$ cat src/include/bfs_defs.vh
// Constants for the bridge fault and stall monitor
`ifndef BFS_DEFS_VH
`define BFS_DEFS_VH

`define BFS_CLK_PERIOD_NS 50
`define BFS_OCF_DELAY_NS 2500
`define BFS_OL_BLANK_NS 1000

`define BFS_ADDR_W 4
`define BFS_ADDR_CONFIG 4'h0
`define BFS_ADDR_FAULT 4'h4
`define BFS_ADDR_STATUS 4'h8
`define BFS_ADDR_COUNTS 4'hc

`define BFS_RESP_OKAY 2'b00
`define BFS_RESP_SLVERR 2'b10

`define BFS_FAULT_INDICATOR_PIN_FAULT 2'b00
`define BFS_FAULT_INDICATOR_PIN_STALL 2'b01
`define BFS_FAULT_INDICATOR_PIN_PWMA 2'b10
`define BFS_FAULT_INDICATOR_PIN_ANALOG 2'b11

`define BFS_CFG_FAULT_INDICATOR_PIN_LSB 0
`define BFS_CFG_OL_LSB 2
`define BFS_CFG_MXI_LSB 4
`define BFS_CFG_SC_LSB 8
`define BFS_CFG_FAULT_INDICATOR_PIN_RST 2'b00
`define BFS_CFG_OL_RST 2'b01
`define BFS_CFG_MXI_RST 2'b11
`define BFS_CFG_SC_RST 6'h08

`define BFS_FAULT_FF 15
`define BFS_FAULT_ST 10
`define BFS_FAULT_OLB 9
`define BFS_FAULT_OLA 8

`define BFS_DAC_OL_LIMIT 6'h1f
`define BFS_DAC_FULL 6'h3f
`define BFS_OL_CYCLES 4'hf
`define BFS_CUR_FULL 8'hff

`define BFS_MXI_PCT0 50
`define BFS_MXI_PCT1 67
`define BFS_MXI_PCT2 75
`define BFS_MXI_PCT3 100
`define BFS_OL_PCT0 20
`define BFS_OL_PCT1 30
`define BFS_OL_PCT2 40
`define BFS_OL_PCT3 50
`define BFS_PCT_SQ 10000

`endif
$ cat src/hdl/bfs_monitor.v
// Bridge short, open-load and stall supervisor with an AXI4-Lite register file
// How it works
// - Low-side overcurrent flagged while a low-side FET conducts and sense comparator trips.
// - Overcurrent must last the whole fault delay; then set bit, pull pin, disable.
// - With both low sides on, the shorted connection follows the PWM direction state.
// - High-side overcurrent flagged while that FET conducts and its comparator trips.
// - Concurrent high and low short faults on a phase report a shorted load.
// - Delay timer starts on overcurrent, restarts if it vanishes, latches fault at end.
// - Faulty phase stays disabled until step rise, chip reset or diagnostic reset.
// - Step or fault reset clears the fault flag and re-enables; step keeps diagnostic bits.
// - A persisting short is retried on every retry chance and disabled again.
// - Open-load monitoring runs only while the phase DAC value exceeds 31.
// - Open-load threshold is a percentage of a selectable maximum phase current.
// - Open-load current check ignored during a blank time after each PWM start.
// - Open load declared when DAC above 31 and current low for over 15 cycles.
// - Bridge keeps driving; open-load fault clears on current above threshold or DAC below 32.
// - Open-load bits held until chip reset or a register write.
// - One PWM cycle counter per phase counts cycles during a zero to full rise.
// - At rise end compare with opposite phase's last count; set stall above compare value.
// - Diagnostic pin goes low on stall when stall is selected.
// - Phase A PWM-on can be routed to the diagnostic pin.
// - Without register access the block runs from reset defaults.
// - By default the pin shows the fault output flag, low on fault or disable.
// - Bit 15 of the diagnostic register is set when any fault bit is set.
`timescale 1ns/1ps
`include "bfs_defs.vh"

module bfs_monitor #(
  parameter OCF_DELAY_NS = `BFS_OCF_DELAY_NS,
  parameter OL_BLANK_NS = `BFS_OL_BLANK_NS,
  parameter CNT_W = 8
) (
  input wire clk,
  input wire chip_reset_low,
  input wire [`BFS_ADDR_W-1:0] s_axi_awaddr,
  input wire s_axi_awvalid,
  output wire s_axi_awready,
  input wire [31:0] s_axi_wdata,
  input wire [3:0] s_axi_wstrb,
  input wire s_axi_wvalid,
  output wire s_axi_wready,
  output reg [1:0] s_axi_bresp,
  output reg s_axi_bvalid,
  input wire s_axi_bready,
  input wire [`BFS_ADDR_W-1:0] s_axi_araddr,
  input wire s_axi_arvalid,
  output wire s_axi_arready,
  output reg [31:0] s_axi_rdata,
  output reg [1:0] s_axi_rresp,
  output reg s_axi_rvalid,
  input wire s_axi_rready,
  input wire [3:0] lowSideOn,
  input wire [3:0] highSideOn,
  input wire [1:0] lowSenseOver,
  input wire [3:0] highCurrentOver,
  input wire [1:0] pwmDir,
  input wire [1:0] pwmOn,
  input wire [1:0] pwmCycleStart,
  input wire [5:0] dacA,
  input wire [5:0] dacB,
  input wire [7:0] phaseCurrentA,
  input wire [7:0] phaseCurrentB,
  input wire stepIn,
  output reg [1:0] phaseDisable,
  output reg [1:0] shortedLoad,
  output reg stallDetected,
  output reg faultIndicatorPin
);

  // Connection order in the 4-bit FET and comparator vectors: 0 A plus, 1 A minus, 2 B plus, 3 B minus
  localparam integer OCF_CYCLES_RAW = (OCF_DELAY_NS + `BFS_CLK_PERIOD_NS - 1) / `BFS_CLK_PERIOD_NS;
  localparam integer OCF_CYCLES = (OCF_CYCLES_RAW < 1) ? 1 : OCF_CYCLES_RAW;
  localparam integer OLB_CYCLES_RAW = (OL_BLANK_NS + `BFS_CLK_PERIOD_NS - 1) / `BFS_CLK_PERIOD_NS;
  localparam integer OLB_CYCLES = (OLB_CYCLES_RAW < 1) ? 1 : OLB_CYCLES_RAW;
  localparam [15:0] OCF_LAST = OCF_CYCLES[15:0] - 16'h0001;
  localparam [15:0] OLB_LAST = OLB_CYCLES[15:0] - 16'h0001;

  // Picks which low-side FET of one bridge carries the blame
  function [1:0] lowAttr;
    input [1:0] lowOn;
    input dir;
    begin
      if (lowOn == 2'b11)
        lowAttr = dir ? 2'b10 : 2'b01;
      else
        lowAttr = lowOn;
    end
  endfunction

  function [7:0] olThreshold;
    input [1:0] mxi;
    input [1:0] ol;
    reg [31:0] mp;
    reg [31:0] op;
    reg [31:0] prod;
    begin
      mp = 32'd0;
      op = 32'd0;
      case (mxi)
        2'b00: mp = `BFS_MXI_PCT0;
        2'b01: mp = `BFS_MXI_PCT1;
        2'b10: mp = `BFS_MXI_PCT2;
        default: mp = `BFS_MXI_PCT3;
      endcase
      case (ol)
        2'b00: op = `BFS_OL_PCT0;
        2'b01: op = `BFS_OL_PCT1;
        2'b10: op = `BFS_OL_PCT2;
        default: op = `BFS_OL_PCT3;
      endcase
      prod = ({24'h000000, `BFS_CUR_FULL} * mp * op) / `BFS_PCT_SQ;
      olThreshold = prod[7:0];
    end
  endfunction

  function [CNT_W-1:0] absDiff;
    input [CNT_W-1:0] a;
    input [CNT_W-1:0] b;
    begin
      absDiff = (a > b) ? (a - b) : (b - a);
    end
  endfunction

  // Register file state
  reg [1:0] diagSel_reg;
  reg [1:0] olSel_reg;
  reg [1:0] maxSel_reg;
  reg [5:0] stallCompare_reg;
  reg [7:0] shortFault_reg;
  reg [1:0] openLoadFlag_reg;
  reg stallFlag_reg;

  // Bus channel state
  reg awHave_reg;
  reg wHave_reg;
  reg [`BFS_ADDR_W-1:0] awAddr_reg;
  reg [31:0] wData_reg;
  reg [3:0] wStrb_reg;
  wire writeFire;
  wire writeMapped;
  wire diagReset;

  assign s_axi_awready = !awHave_reg && !s_axi_bvalid;
  assign s_axi_wready = !wHave_reg && !s_axi_bvalid;
  assign s_axi_arready = !s_axi_rvalid;
  assign writeFire = awHave_reg && wHave_reg && !s_axi_bvalid;
  assign writeMapped = (awAddr_reg == `BFS_ADDR_CONFIG) || (awAddr_reg == `BFS_ADDR_FAULT) ||
    (awAddr_reg == `BFS_ADDR_STATUS) || (awAddr_reg == `BFS_ADDR_COUNTS);
  // Any mapped write resets the diagnostic bits, even with no byte enabled
  assign diagReset = writeFire && writeMapped;

  always @(posedge clk or negedge chip_reset_low) begin
    if (!chip_reset_low) begin
      awHave_reg <= 1'b0;
      wHave_reg <= 1'b0;
      awAddr_reg <= {`BFS_ADDR_W{1'b0}};
      wData_reg <= 32'h00000000;
      wStrb_reg <= 4'h0;
      s_axi_bvalid <= 1'b0;
      s_axi_bresp <= `BFS_RESP_OKAY;
    end else begin
      if (s_axi_awvalid && s_axi_awready) begin
        awHave_reg <= 1'b1;
        awAddr_reg <= s_axi_awaddr;
      end
      if (s_axi_wvalid && s_axi_wready) begin
        wHave_reg <= 1'b1;
        wData_reg <= s_axi_wdata;
        wStrb_reg <= s_axi_wstrb;
      end
      if (writeFire) begin
        awHave_reg <= 1'b0;
        wHave_reg <= 1'b0;
        s_axi_bvalid <= 1'b1;
        s_axi_bresp <= writeMapped ? `BFS_RESP_OKAY : `BFS_RESP_SLVERR;
      end else if (s_axi_bvalid && s_axi_bready) begin
        s_axi_bvalid <= 1'b0;
      end
    end
  end

  // Configuration defaults let the block run with no register access at all
  always @(posedge clk or negedge chip_reset_low) begin
    if (!chip_reset_low) begin
      diagSel_reg <= `BFS_CFG_FAULT_INDICATOR_PIN_RST;
      olSel_reg <= `BFS_CFG_OL_RST;
      maxSel_reg <= `BFS_CFG_MXI_RST;
      stallCompare_reg <= `BFS_CFG_SC_RST;
    end else if (writeFire && awAddr_reg == `BFS_ADDR_CONFIG) begin
      if (wStrb_reg[0]) begin
        diagSel_reg <= wData_reg[`BFS_CFG_FAULT_INDICATOR_PIN_LSB +: 2];
        olSel_reg <= wData_reg[`BFS_CFG_OL_LSB +: 2];
        maxSel_reg <= wData_reg[`BFS_CFG_MXI_LSB +: 2];
      end
      if (wStrb_reg[1])
        stallCompare_reg <= wData_reg[`BFS_CFG_SC_LSB +: 6];
    end
  end

  // Overcurrent detection: two low-side sense detectors, four high-side detectors
  wire [5:0] overCurrent;
  assign overCurrent[0] = lowSenseOver[0] && (lowSideOn[0] || lowSideOn[1]);
  assign overCurrent[1] = lowSenseOver[1] && (lowSideOn[2] || lowSideOn[3]);
  assign overCurrent[5:2] = highCurrentOver & highSideOn;

  reg [15:0] ocTimer_reg [0:5];
  reg [5:0] ocConfirm;
  integer i, j, k, m, n, p, q;

  always @* begin
    for (i = 0; i < 6; i = i + 1)
      ocConfirm[i] = overCurrent[i] && (ocTimer_reg[i] == OCF_LAST);
  end

  // One delay timer per detector; each restarts whenever its overcurrent drops out early
  always @(posedge clk or negedge chip_reset_low) begin
    if (!chip_reset_low) begin
      for (j = 0; j < 6; j = j + 1)
        ocTimer_reg[j] <= 16'h0000;
    end else begin
      for (j = 0; j < 6; j = j + 1) begin
        if (!overCurrent[j])
          ocTimer_reg[j] <= 16'h0000;
        else if (ocTimer_reg[j] != OCF_CYCLES[15:0])
          ocTimer_reg[j] <= ocTimer_reg[j] + 16'h0001;
      end
    end
  end

  // Map confirmed events to short-fault bits: conn*2 is high side, conn*2+1 is low side
  wire [1:0] lowBlameA;
  wire [1:0] lowBlameB;
  wire [7:0] shortEvent;
  assign lowBlameA = ocConfirm[0] ? lowAttr(lowSideOn[1:0], pwmDir[0]) : 2'b00;
  assign lowBlameB = ocConfirm[1] ? lowAttr(lowSideOn[3:2], pwmDir[1]) : 2'b00;
  assign shortEvent = {lowBlameB[1], ocConfirm[5], lowBlameB[0], ocConfirm[4],
    lowBlameA[1], ocConfirm[3], lowBlameA[0], ocConfirm[2]};

  reg stepPrev_reg;
  wire stepRise;
  assign stepRise = stepIn && !stepPrev_reg;

  // Phase disable; a retry after each step lets a lasting short trip again
  wire [1:0] phaseShortEvent;
  assign phaseShortEvent = {|shortEvent[7:4], |shortEvent[3:0]};

  always @(posedge clk or negedge chip_reset_low) begin
    if (!chip_reset_low) begin
      stepPrev_reg <= 1'b0;
      phaseDisable <= 2'b00;
    end else begin
      stepPrev_reg <= stepIn;
      for (k = 0; k < 2; k = k + 1) begin
        if (phaseShortEvent[k])
          phaseDisable[k] <= 1'b1;
        else if (stepRise || diagReset)
          phaseDisable[k] <= 1'b0;
      end
    end
  end

  // Open-load monitor, per phase
  wire [7:0] olLevel;
  wire [11:0] dacBus;
  wire [15:0] curBus;
  assign olLevel = olThreshold(maxSel_reg, olSel_reg);
  assign dacBus = {dacB, dacA};
  assign curBus = {phaseCurrentB, phaseCurrentA};

  reg [15:0] olBlank_reg [0:1];
  reg [1:0] olExceeded_reg;
  reg [3:0] olCount_reg [0:1];
  reg [1:0] olPresent_reg;
  reg [1:0] olEvent;

  always @* begin
    for (m = 0; m < 2; m = m + 1)
      olEvent[m] = pwmCycleStart[m] && (dacBus[m*6 +: 6] > `BFS_DAC_OL_LIMIT) && !olExceeded_reg[m] &&
        (olCount_reg[m] == `BFS_OL_CYCLES);
  end

  always @(posedge clk or negedge chip_reset_low) begin
    if (!chip_reset_low) begin
      for (n = 0; n < 2; n = n + 1) begin
        olBlank_reg[n] <= 16'h0000;
        olCount_reg[n] <= 4'h0;
      end
      olExceeded_reg <= 2'b00;
      olPresent_reg <= 2'b00;
    end else begin
      for (n = 0; n < 2; n = n + 1) begin
        if (pwmCycleStart[n]) begin
          olBlank_reg[n] <= 16'h0000;
          olExceeded_reg[n] <= 1'b0;
          if (dacBus[n*6 +: 6] <= `BFS_DAC_OL_LIMIT || olExceeded_reg[n])
            olCount_reg[n] <= 4'h0;
          else if (olCount_reg[n] != `BFS_OL_CYCLES)
            olCount_reg[n] <= olCount_reg[n] + 4'h1;
        end else begin
          if (olBlank_reg[n] != OLB_CYCLES[15:0])
            olBlank_reg[n] <= olBlank_reg[n] + 16'h0001;
          else if (curBus[n*8 +: 8] > olLevel)
            olExceeded_reg[n] <= 1'b1;
        end
        if (olEvent[n])
          olPresent_reg[n] <= 1'b1;
        else if (dacBus[n*6 +: 6] <= `BFS_DAC_OL_LIMIT ||
                 (olBlank_reg[n] == OLB_CYCLES[15:0] && curBus[n*8 +: 8] > olLevel))
          olPresent_reg[n] <= 1'b0;
      end
    end
  end

  // Stall monitor: cycles per rise, compared across phases
  reg [1:0] rising_reg;
  reg [CNT_W-1:0] riseCount_reg [0:1];
  reg [CNT_W-1:0] lastCount_reg [0:1];
  reg [1:0] riseEnd;
  reg [1:0] stallEvent;

  always @* begin
    for (p = 0; p < 2; p = p + 1) begin
      riseEnd[p] = rising_reg[p] && (dacBus[p*6 +: 6] == `BFS_DAC_FULL);
      stallEvent[p] = riseEnd[p] &&
        (absDiff(riseCount_reg[p], lastCount_reg[1-p]) > {{(CNT_W-6){1'b0}}, stallCompare_reg});
    end
  end

  always @(posedge clk or negedge chip_reset_low) begin
    if (!chip_reset_low) begin
      rising_reg <= 2'b00;
      for (q = 0; q < 2; q = q + 1) begin
        riseCount_reg[q] <= {CNT_W{1'b0}};
        lastCount_reg[q] <= {CNT_W{1'b0}};
      end
    end else begin
      for (q = 0; q < 2; q = q + 1) begin
        if (dacBus[q*6 +: 6] == 6'h00) begin
          rising_reg[q] <= 1'b1;
          riseCount_reg[q] <= {CNT_W{1'b0}};
        end else if (riseEnd[q]) begin
          rising_reg[q] <= 1'b0;
          lastCount_reg[q] <= riseCount_reg[q];
        end else if (rising_reg[q] && pwmCycleStart[q] && riseCount_reg[q] != {CNT_W{1'b1}}) begin
          riseCount_reg[q] <= riseCount_reg[q] + {{(CNT_W-1){1'b0}}, 1'b1};
        end
      end
    end
  end

  // Sticky diagnostic bits; a new event beats a reset in the same cycle
  always @(posedge clk or negedge chip_reset_low) begin
    if (!chip_reset_low) begin
      shortFault_reg <= 8'h00;
      openLoadFlag_reg <= 2'b00;
      stallFlag_reg <= 1'b0;
    end else begin
      shortFault_reg <= (diagReset ? 8'h00 : shortFault_reg) | shortEvent;
      openLoadFlag_reg <= (diagReset ? 2'b00 : openLoadFlag_reg) | olEvent;
      stallFlag_reg <= (diagReset ? 1'b0 : stallFlag_reg) | (|stallEvent);
    end
  end

  wire [15:0] faultWord;
  wire anyFaultBit;
  wire faultOutputLow;
  assign anyFaultBit = (|shortFault_reg) || (|openLoadFlag_reg) || stallFlag_reg;
  assign faultWord = {anyFaultBit, 4'h0, stallFlag_reg, openLoadFlag_reg, shortFault_reg};
  // Live fault: disabled phase or open load still present
  assign faultOutputLow = (|phaseDisable) || (|olPresent_reg);

  // Outputs registered so the pin never glitches on a select change
  always @(posedge clk or negedge chip_reset_low) begin
    if (!chip_reset_low) begin
      faultIndicatorPin <= 1'b1;
      shortedLoad <= 2'b00;
      stallDetected <= 1'b0;
    end else begin
      shortedLoad[0] <= (|{shortFault_reg[3], shortFault_reg[1]}) && (|{shortFault_reg[2], shortFault_reg[0]});
      shortedLoad[1] <= (|{shortFault_reg[7], shortFault_reg[5]}) && (|{shortFault_reg[6], shortFault_reg[4]});
      stallDetected <= stallFlag_reg;
      case (diagSel_reg)
        `BFS_FAULT_INDICATOR_PIN_FAULT: faultIndicatorPin <= !faultOutputLow;
        `BFS_FAULT_INDICATOR_PIN_STALL: faultIndicatorPin <= !stallFlag_reg;
        `BFS_FAULT_INDICATOR_PIN_PWMA: faultIndicatorPin <= pwmOn[0];
        // The analog temperature mode has no digital source here; the pin rests high
        default: faultIndicatorPin <= 1'b1;
      endcase
    end
  end

  // Read channel
  always @(posedge clk or negedge chip_reset_low) begin
    if (!chip_reset_low) begin
      s_axi_rvalid <= 1'b0;
      s_axi_rdata <= 32'h00000000;
      s_axi_rresp <= `BFS_RESP_OKAY;
    end else if (s_axi_arvalid && s_axi_arready) begin
      s_axi_rvalid <= 1'b1;
      s_axi_rresp <= `BFS_RESP_OKAY;
      case (s_axi_araddr)
        `BFS_ADDR_CONFIG: s_axi_rdata <= {18'h00000, stallCompare_reg, 2'b00, maxSel_reg, olSel_reg, diagSel_reg};
        `BFS_ADDR_FAULT: s_axi_rdata <= {16'h0000, faultWord};
        `BFS_ADDR_STATUS: s_axi_rdata <= {24'h000000, faultOutputLow, stallFlag_reg, olPresent_reg,
          shortedLoad, phaseDisable};
        `BFS_ADDR_COUNTS: s_axi_rdata <= {{(16-CNT_W){1'b0}}, lastCount_reg[1], {(16-CNT_W){1'b0}}, lastCount_reg[0]};
        default: begin
          s_axi_rdata <= 32'h00000000;
          s_axi_rresp <= `BFS_RESP_SLVERR;
        end
      endcase
    end else if (s_axi_rvalid && s_axi_rready) begin
      s_axi_rvalid <= 1'b0;
    end
  end

endmodule // bfs_monitor

$ cat config.mk
export PLATFORM = sky130hd
export DESIGN_NAME = bfs_monitor
export DESIGN_NICKNAME = d
export VERILOG_FILES = /design/src/hdl/bfs_monitor.v
export VERILOG_INCLUDE_DIRS = /design/src /design/src/include
export SDC_FILE = /design/constraint.sdc
export NUM_CORES = 1
export LEC_CHECK = 0
export BUFFER_PORTS_ARGS = -buffer_cell sky130_fd_sc_hd__buf_4
export CAP_MARGIN = 20
export CORE_ASPECT_RATIO = 1.25
export CORE_MARGIN = 3
export CORE_UTILIZATION = 56
export DETAILED_ROUTE_END_ITERATION = 6
export PLACE_DENSITY = 0.78
export SETUP_SLACK_MARGIN = 0.5
export SYNTH_ARGS = -nofsm -noshare
export SYNTH_HDL_FRONTEND = slang
export SYNTH_SLANG_ARGS = --single-unit
$ cat constraint.sdc
create_clock -name clk -period 12.8 [get_ports clk]
set_input_delay 0.64 -clock clk [delete_from_list [all_inputs] [get_ports clk]]
set_output_delay 0.64 -clock clk [all_outputs]
set_load 0.05 [all_outputs]
Word level (Yosys, flattened, before mapping)
Cells that the tools add are included.

Add/subtract/negate cells: 16. Divide/modulo/power cells: 1. Order comparisons: 10. Equal/unequal tests: 48. Reduce and logical (&&, ||, !) cells: 107. Bitwise gates (word level): 6. Mux-type cells: 68. Multiply operators: 2.

Operator list (count): 16-bit 2-to-1 mux (16); 16-bit by 1-bit adder with 16-bit output, second input constant (8); 16-bit by 6-bit equality test with 1-bit output, second input constant (6); 16-bit by 6-bit inequality test with 1-bit output, second input constant (6); 24-bit one-hot mux with 4 select lines (1); 8-bit 2-to-1 mux (9); 1-bit logical AND (38); 2-bit nonzero test (18); 32-bit by 14-bit divider with 32-bit output, second input constant (1); 16-bit by 5-bit equality test with 1-bit output, second input constant (2); 8-bit greater-than comparator (4); 32-bit by 32-bit multiplier with 32-bit output (1); 8-bit by 32-bit multiplier with 32-bit output, first input constant (1); 16-bit by 5-bit inequality test with 1-bit output, second input constant (2); 8-bit subtractor (4); 1-bit 2-to-1 mux (26); 4-bit equality test, second input constant (6); 7-bit one-hot mux with 3 select lines (1); 2-bit AND reduction (10); 2-bit 2-to-1 mux (9); 6-bit one-hot mux with 3 select lines (1); 8-bit by 1-bit adder with 8-bit output, second input constant (2); 8-bit by 6-bit greater-than comparator with 1-bit output (2); 4-bit 2-to-1 mux (4); 25 further kinds (80).

Output and inout port bits: 47. Word-level logic and storage cells: 301. Flip-flop bits (word level): 264. Input bits: 100.

Logic depth before layout (Yosys ltp)
Gate-level depths: netlist of the first run.

Depth after elaboration: 10. Gate-level depth with buffers: 68. Depth with buffers taken out: 61.

Worst setup path before layout of the first run
OpenSTA, ideal clock, no wires.

Kind: reg2reg. Start: register maxSel_reg[0]. End: register olPresent_reg[0]. Arrival: 13.538 ns. Stages on the path, launching flop included: 67. Path slack: -0.858 ns. Required time: 12.680 ns. Cell sequence: dfstp_2 inv_1 ha_1 clkbuf_1 nand2_1 xnor2_1 nor3_1 ha_1 nor3b_1 o21ai_0 a211o_1 nor2_1 ha_1 inv_1 fa_1 inv_1 fa_1 ha_1 (+31 left out) xnor2_2 or2_1 buf_4 and3_1 a21o_1 mux2_1 nor3b_1 a21bo_2 mux2i_1 a31o_1 ha_1 nor2b_1 o21ai_0 nand2b_1 a21oi_1 o21ai_0 nand2_1 a31o_2.

Word-level cells in the longest chain between the ends: 9. Elaborated cells between the ends (all ways): 11. Those cells by class: 2 x mul; 1 x div; 1 x order compare; 2 x eq/ne; 1 x mux; 4 x reduce/logical.

RTL lines: start: declaration (RTL line bfs_monitor.v:127) `reg [1:0] maxSel_reg;`; start signal: assignment (RTL line bfs_monitor.v:187) `` maxSel_reg <= `BFS_CFG_MXI_RST; ``; start signal: assignment (RTL line bfs_monitor.v:193) `` maxSel_reg <= wData_reg[`BFS_CFG_MXI_LSB +: 2]; ``; 2-bit equality test (tied with other cells) (RTL line bfs_monitor.v:99) `case (mxi)`; 7-bit one-hot mux with 3 select lines (*) (RTL line bfs_monitor.v:99); 8-bit by 32-bit multiplier with 32-bit output (*) (RTL line bfs_monitor.v:111) `` prod = ({24'h000000, `BFS_CUR_FULL} * mp * op) / `BFS_PCT_SQ; ``; 32-bit by 32-bit multiplier with 32-bit output (*) (RTL line bfs_monitor.v:111); 32-bit by 14-bit divider with 32-bit output (no line) (*); 8-bit greater-than comparator (*) (RTL line bfs_monitor.v:308) `(olBlank_reg[n] == OLB_CYCLES[15:0] && curBus[n*8 +: 8] > olLevel))`; 1-bit logical AND (*) (RTL line bfs_monitor.v:308); 1-bit logical OR (*) (RTL line bfs_monitor.v:307) `` else if (dacBus[n*6 +: 6] <= `BFS_DAC_OL_LIMIT || ``; 2-bit nonzero test (no line) (*); end signal: assignment (RTL line bfs_monitor.v:289) `olPresent_reg <= 2'b00;`; end signal: indexed assignment (RTL line bfs_monitor.v:306) `olPresent_reg[n] <= 1'b1;`; end signal: indexed assignment (RTL line bfs_monitor.v:309) `olPresent_reg[n] <= 1'b0;`; end: declaration (RTL line bfs_monitor.v:273) `reg [1:0] olPresent_reg;`.

Every way passes the cells marked *; elsewhere a longest branch is shown, timed or not. A chain may end at the register's enable or synchronous reset.

Worst setup path in the final report of the first run
Ends and elaborated chain as after synthesis.

==> flow_summary.toml, run 1 <==
[outcome]
outcome = "finished, violations left"
failing_checks = "negative setup slack"

[setup_path]
worstPathMaxFanout = 7
launching_instance_or_port_of_the_critical_path = "maxSel_reg[0]"
worst_setup_slack_for_register_to_register_paths_ps = -730
crit_path_top_delay_cell = "dfstp_2"
setup.worst_path.start_class = "flip-flop"
critPathCapture = "olPresent_reg[0]"
r2r_start = "maxSel_reg[0]"
rr_endpoint = "olPresent_reg[0]"
critPathMostFrequentCell = "buf_4"
worst-endpoint-required_ps = 13230
crit_type = "reg2reg"
end_kind = "flip-flop"
worst-r2r-cell-count = 67
critPathArrivalTime_ps = 13960
critical-path-max-stage-delay_ps = 560

[routing]
wl_per_cell_um = 18.1
drt_first_pass_iters = 6
vias_per_cell = 5.97
drc = 0
totalWireLength_mm = 61.0
drt_iter0_markers = 1624
ant_nets = 0
vias = 20200

[clocking]
cts_root_buffer = "clkbuf_16"
clk_path_buf_depth = 3
cts_tree = "done"
cts_hold_buffers = 0
clk_pin_slew_ps = 60
clock_latency_ps = 540
cts.htree.levels = 1
numCtsBuffers = 27
cts_num_sinks = 251

[timing]
grt_setup_unrepaired = "true"
slew_violations = 0
post-route-min-period_ps = 13530
finalCritPeriodShare_pct = 106
worst_hold_slack_ps = 132
max_slew.worst_pin.slew_ps = 1060
finalClockSkew_ps = 12.2
fmaxAchievable_ghz = 0.0739
finalHoldViolations = 0
timing.final.ws_setup_ps = -731
max_slew_margin_pct = 29.4
setup_viol_count_final = 4

[die]
dieArea_um2 = 39000
die_height_um = 220
rows = 77
boundaryPins = 147
fp.dieW_um = 177
initial_utilization_pct = 57.4
fp.coreArea_um2 = 35700

[placed_design]
placement.io_buffers = 112
place.gp.congestion = 0.944
hpwl_mm = 43.8

[synth]
synth-edff-count = 0
number_of_instances_in_the_synthesized_netlist = 2335
synthesis.area_um2 = 20500
seq_total_area_yosys_pct = 30.6
synth_top_cell_by_area = "dfrtp_1"
synthesis.area_per_instance_um2 = 8.79
async_flop_share_pct = 100
netlist-cell-type-count = 126
synth.ff_latch_count = 251
dominantRegCellSynth = "dfrtp_1"
synth_top_cells_by_area = "dfrtp_1, ha_1, fa_1"
yosysWarningCount = 0
fraction_of_synthesized_cell_area_taken_by_the_top_area_cell_type_pct = 30.0

[finish]
register_area_um2 = 6290
largest_register_ff_count = 96
syn_to_final_growth_pct = 33.3
nFillCells = 2362
num_antenna_cells = 0
multiInputGateArea_um2 = 14600
final_layout_size_suffix_gt1_share_pct = 31.8
layout.nets = 3180

[run]
max_cap_violations = 0

[global_routing]
pin_count_of_the_biggest_net_entering_global_routing = 116
global_route_wire_length_before_repair_mm = 94.5
first_global_vias = 19900
number_of_antenna_violations_at_the_first_check_in_global_routing = 0
overall_overflow_remaining_after_global_route = 0
grt_usage_pct = 29.0

[min_path]
hold_path_class = "in2async"
==> cell usage after synthesis (all sizes together) (11+ instances only) <==
library cell and instances:
a31oi 19, inv 141, a211oi 31, nand4 40, nor2b 23, xnor2 70
a21o 34, ha 145, a21oi 112, clkbuf 41, a22o 11, nor3 48
nand2b 23, or3 26, nand2 268, mux2i 14, and2 23, or4 13
dfrtp 246, o211ai 21, buf 27, or2 21, mux2 40, xor2 100
fa 50, a221oi 14, and3 42, nand3 104, o21ai 120, nor4 25
nor2 249
==> critical path: cells and delay by family (launching register included) <==
kind                       cells  cell delay (ps)
AOI/OAI and AO/OA             26             5220
xor gates and xnor gates       3              560
adders and majority gates      7             2110
buffers and inverters         11             1650
DFF                            1              560
muxes                          2              520
and+or+nand+nor               18             2760
==> cell families after synthesis <==
| group | after synthesis | synth area share [%] |
|---|---|---|
| AO/OA/AOI/OAI | 520 | 18.8 |
| XOR/XNOR | 170 | 7.66 |
| adder cells (fa/ha/maj) | 198 | 13.9 |
| buffers and inverters | 209 | 4.22 |
| flip-flops | 251 | 30.6 |
| multiplexers | 54 | 2.88 |
| other | 1 | 0.0183 |
| AND/OR/NAND/NOR | 932 | 21.9 |
==> metal layers <==
layer	global-route usage, %	vias to the layer above	wire [µm]
li1	-	9408	-
met1	34.8	9880	23600
met2	52.8	684	31900
met3	3.77	189	3120
met4	10.6	0	2320
met5	0	-	0
==> layout by cell type, fill, tap and decap left out, drive strengths merged, types with 25 or more instances in the layout <==
master / Yosys / layout
nor2: 249 / 249
mux2: 40 / 40
o21ai: 120 / 120
nor4: 25 / 25
buf: 27 / 579
inv: 141 / 142
a211oi: 31 / 31
xnor2: 70 / 70
a21oi: 112 / 112
and3: 42 / 42
ha: 145 / 145
clkbuf: 41 / 37
a21o: 34 / 34
xor2: 100 / 100
nand2: 268 / 268
nand4: 40 / 40
nor3: 48 / 48
dfrtp: 246 / 246
fa: 50 / 50
nand3: 104 / 104
or3: 26 / 26
==> cell type report <==
| cell class | count | share of cell area (%) |
|---|---|---|
| tap | 474 | 2.17 |
| inverter | 141 | 1.94 |
| clock inverter | 12 | 0.439 |
| clock buffer | 37 | 2.75 |
| sequential | 251 | 23.0 |
| timing repair buffer | 579 | 16.3 |
| multi-input combinational | 1885 | 53.4 |
==> worst min-delay path by stage <==
| stage | to | depth (start not counted) | slack [ps] |
|---|---|---|---|
| after CTS | s_axi_rdata[5] | 1 | 190 |
| after global placement | s_axi_rdata[16] | 2 | 460 |
| after global routing | ocTimer_reg[92] | 1 | 220 |
| final | ocTimer_reg[95] | 1 | 130 |
| after detailed placement | s_axi_rdata[17] | 2 | 460 |
| after floorplan | absDiff.a[0] | 0 | 340 |
==> timing repair <==
| item | in CTS | in global routing |
|---|---|---|
| buffers inserted | 26 | 30 |
| pin swaps | 57 | 97 |
| gates resized for setup | 42 | 154 |
| hold endpoints to repair | 0 | 0 |
| setup endpoints to repair | 4 | 4 |
==> stage by stage <==
stage	setup WS (ps)	std cells	util (%)	setup TNS, ps	instance area, µm²
6_report	-731	3379	76.5	-2740	27400
5_1_grt	-1240	3379	76.5	-4880	27400
3_3_place_gp	-431	3272	70.1	-1540	25000
4_1_cts	-610	3347	73.7	-2370	26300
3_5_place_dp	-854	3272	70.1	-3340	25000
2_1_floorplan	-102	2345	-	-363	20900
Power of run 1 is not shown: default switching activity piles up to over one toggle a cycle in this logic, so the estimate is an artifact.
==> run 2: changes to the inputs <==
==> constraint.sdc (replaced) <==
create_clock -name clk -period 12.8 [get_ports clk]
set_input_delay 2.56 -clock clk [delete_from_list [all_inputs] [get_ports clk]]
set_output_delay 2.56 -clock clk [all_outputs]
set_load 0.05 [all_outputs]
==> run 2 against run 1 <==
Against the previous run: utilization grew 0.28 points; critical path depth grew 3; clock skew shrank 0.99 ps; the run still ends with negative setup slack left; critical endpoint is now olPresent_reg[1]; final cell count grew 0.62%.
==> flow_summary.toml, run 2 (synthesized netlist as in run 1, its figures left out) <==
[timing]
max_slew_margin_pct = 32.5
grt_setup_unrepaired = "true"
post-route-min-period_ps = 14010
setup_viol_count_final = 4
fmaxAchievable_ghz = 0.0714
finalClockSkew_ps = 11.2
tns_ps = -4630
timing.final.ws_setup_ps = -1210
max_slew.worst_pin.slew_ps = 1010
finalCritPeriodShare_pct = 109
slew_violations = 0
finalHoldViolations = 0

[setup_path]
crit_buf_inv = 14
critical-path-max-stage-delay_ps = 560
crit_type = "reg2reg"
end_kind = "flip-flop"
path_depth = 70
timing.critical_path.max_delay_family = "compound AO/OA/AOI/OAI gates"
worst_setup_slack_for_register_to_register_paths_ps = -1210
worstPathMaxFanout = 5
r2r_start = "maxSel_reg[0]"
rr_endpoint = "olPresent_reg[1]"
worst-endpoint-required_ps = 13220
critPathArrivalTime_ps = 14440
crit_path_top_delay_cell = "dfstp_2"
worst-r2r-cell-count = 70
setup.worst_path.start_class = "flip-flop"

[clocking]
clock_latency_ps = 540
numCtsBuffers = 26
cts.htree.levels = 1
cts_root_buffer = "clkbuf_16"
clk_path_buf_depth = 3
cts_hold_buffers = 0
clk_pin_slew_ps = 60
cts_tree = "done"
cts_num_sinks = 251

[routing]
vias_per_cell = 5.99
drt_first_pass_iters = 6
totalWireLength_mm = 60.9
drt_iter0_markers = 1463
wl_per_cell_um = 17.9
drc = 0
vias = 20400
ant_nets = 0

[die]
initial_utilization_pct = 57.4
fp.coreArea_um2 = 35700
dieArea_um2 = 39000
boundaryPins = 147
rows = 77
die_height_um = 220
fp.dieW_um = 177

[min_path]
whs_endpoint = "s_axi_rdata[11]"
hold_path_depth = 2
min-delay-start = "s_axi_rdata[11]"
hold_path_class = "reg2reg"

[placed_design]
place_area_um2 = 25000
placement.io_buffers = 112
place.gp.congestion = 0.960
hpwl_mm = 43.8
post-place-ws_ps = -1100

[finish]
num_antenna_cells = 0
fin_area_um2 = 27500
final_layout_size_suffix_gt1_share_pct = 31.4
nFillCells = 2314
syn_to_final_growth_pct = 33.8
final_core_util_pct = 76.8
leading_cell_type_in_the_layout_fill_and_taps_excluded = "buf_4"
layout.nets = 3201
largest_register_ff_count = 96
register_area_um2 = 6290
final_cell_mix = "buf_4, nand2_1, dfrtp_1"
multiInputGateArea_um2 = 14500

[run]
max_cap_violations = 0

[global_routing]
first_global_vias = 20300
grt_usage_pct = 29.4
number_of_antenna_violations_at_the_first_check_in_global_routing = 1
pin_count_of_the_biggest_net_entering_global_routing = 112
global_route_wire_length_before_repair_mm = 95.9
overall_overflow_remaining_after_global_route = 0

[outcome]
failing_checks = "negative setup slack"
outcome = "finished, violations left"
-- run 2: changes by cell type in the layout (fill, tap and decap cells not counted), moves of 5 or more --
cell / previous run / this run
buf_6: 17 / 23
buf_4: 557 / 573
a21oi_2: 18 / 11
o21ai_2: 15 / 8
o21ai_1: 15 / 20
-- run 2: tightest hold or removal path, stage by stage, from the launching register on --
cell and delay (ps):
dfrtp_1 350, nand2_1 50, nand2_1 50
-- run 2: worst max path at each step --
stage | startpoint | end | slack [ps]
3_5_place_dp | maxSel_reg[0] | olPresent_reg[1] | -1100
2_1_floorplan | maxSel_reg[0] | olPresent_reg[0] | -100
3_3_place_gp | maxSel_reg[0] | olPresent_reg[1] | -650
4_1_cts | maxSel_reg[0] | olPresent_reg[1] | -800
5_1_grt | maxSel_reg[0] | olPresent_reg[1] | -1760
6_report | maxSel_reg[0] | olPresent_reg[1] | -1210
-- run 2: cell type report --
cell class              count  share of cell area, %
clock buffers              38                   2.76
clock inverters            10                  0.497
inverters                 141                   1.94
multi-input cells        1885                   52.8
flip-flops and latches    251                   22.9
well taps                 474                   2.16
repair buffers            601                   16.9
-- run 2: per-stage QoR --
| stage | cells | hold WS (ps) |
|---|---|---|
| 2_1_floorplan | 2345 | 435 |
| 3_3_place_gp | 3261 | 459 |
| 3_5_place_dp | 3261 | 459 |
| 4_1_cts | 3357 | 473 |
| 5_1_grt | 3400 | 489 |
| 6_report | 3400 | 471 |
-- run 2: layer usage --
metal | GRT usage, % | share of wire, %
met1 | 34.7 | 38
met3 | 3.62 | 5.2
met4 | 10.4 | 4.0
met5 | 0 | 0
met2 | 54.7 | 52
-- run 2: timing repair --
| action | in CTS | in global routing |
|---|---|---|
| buffers inserted | 48 | 41 |
| pin swaps | 76 | 86 |
| gates resized for setup | 85 | 91 |
| endpoints found under the setup margin | 4 | 4 |
Power of run 2 is left out for the same reason.
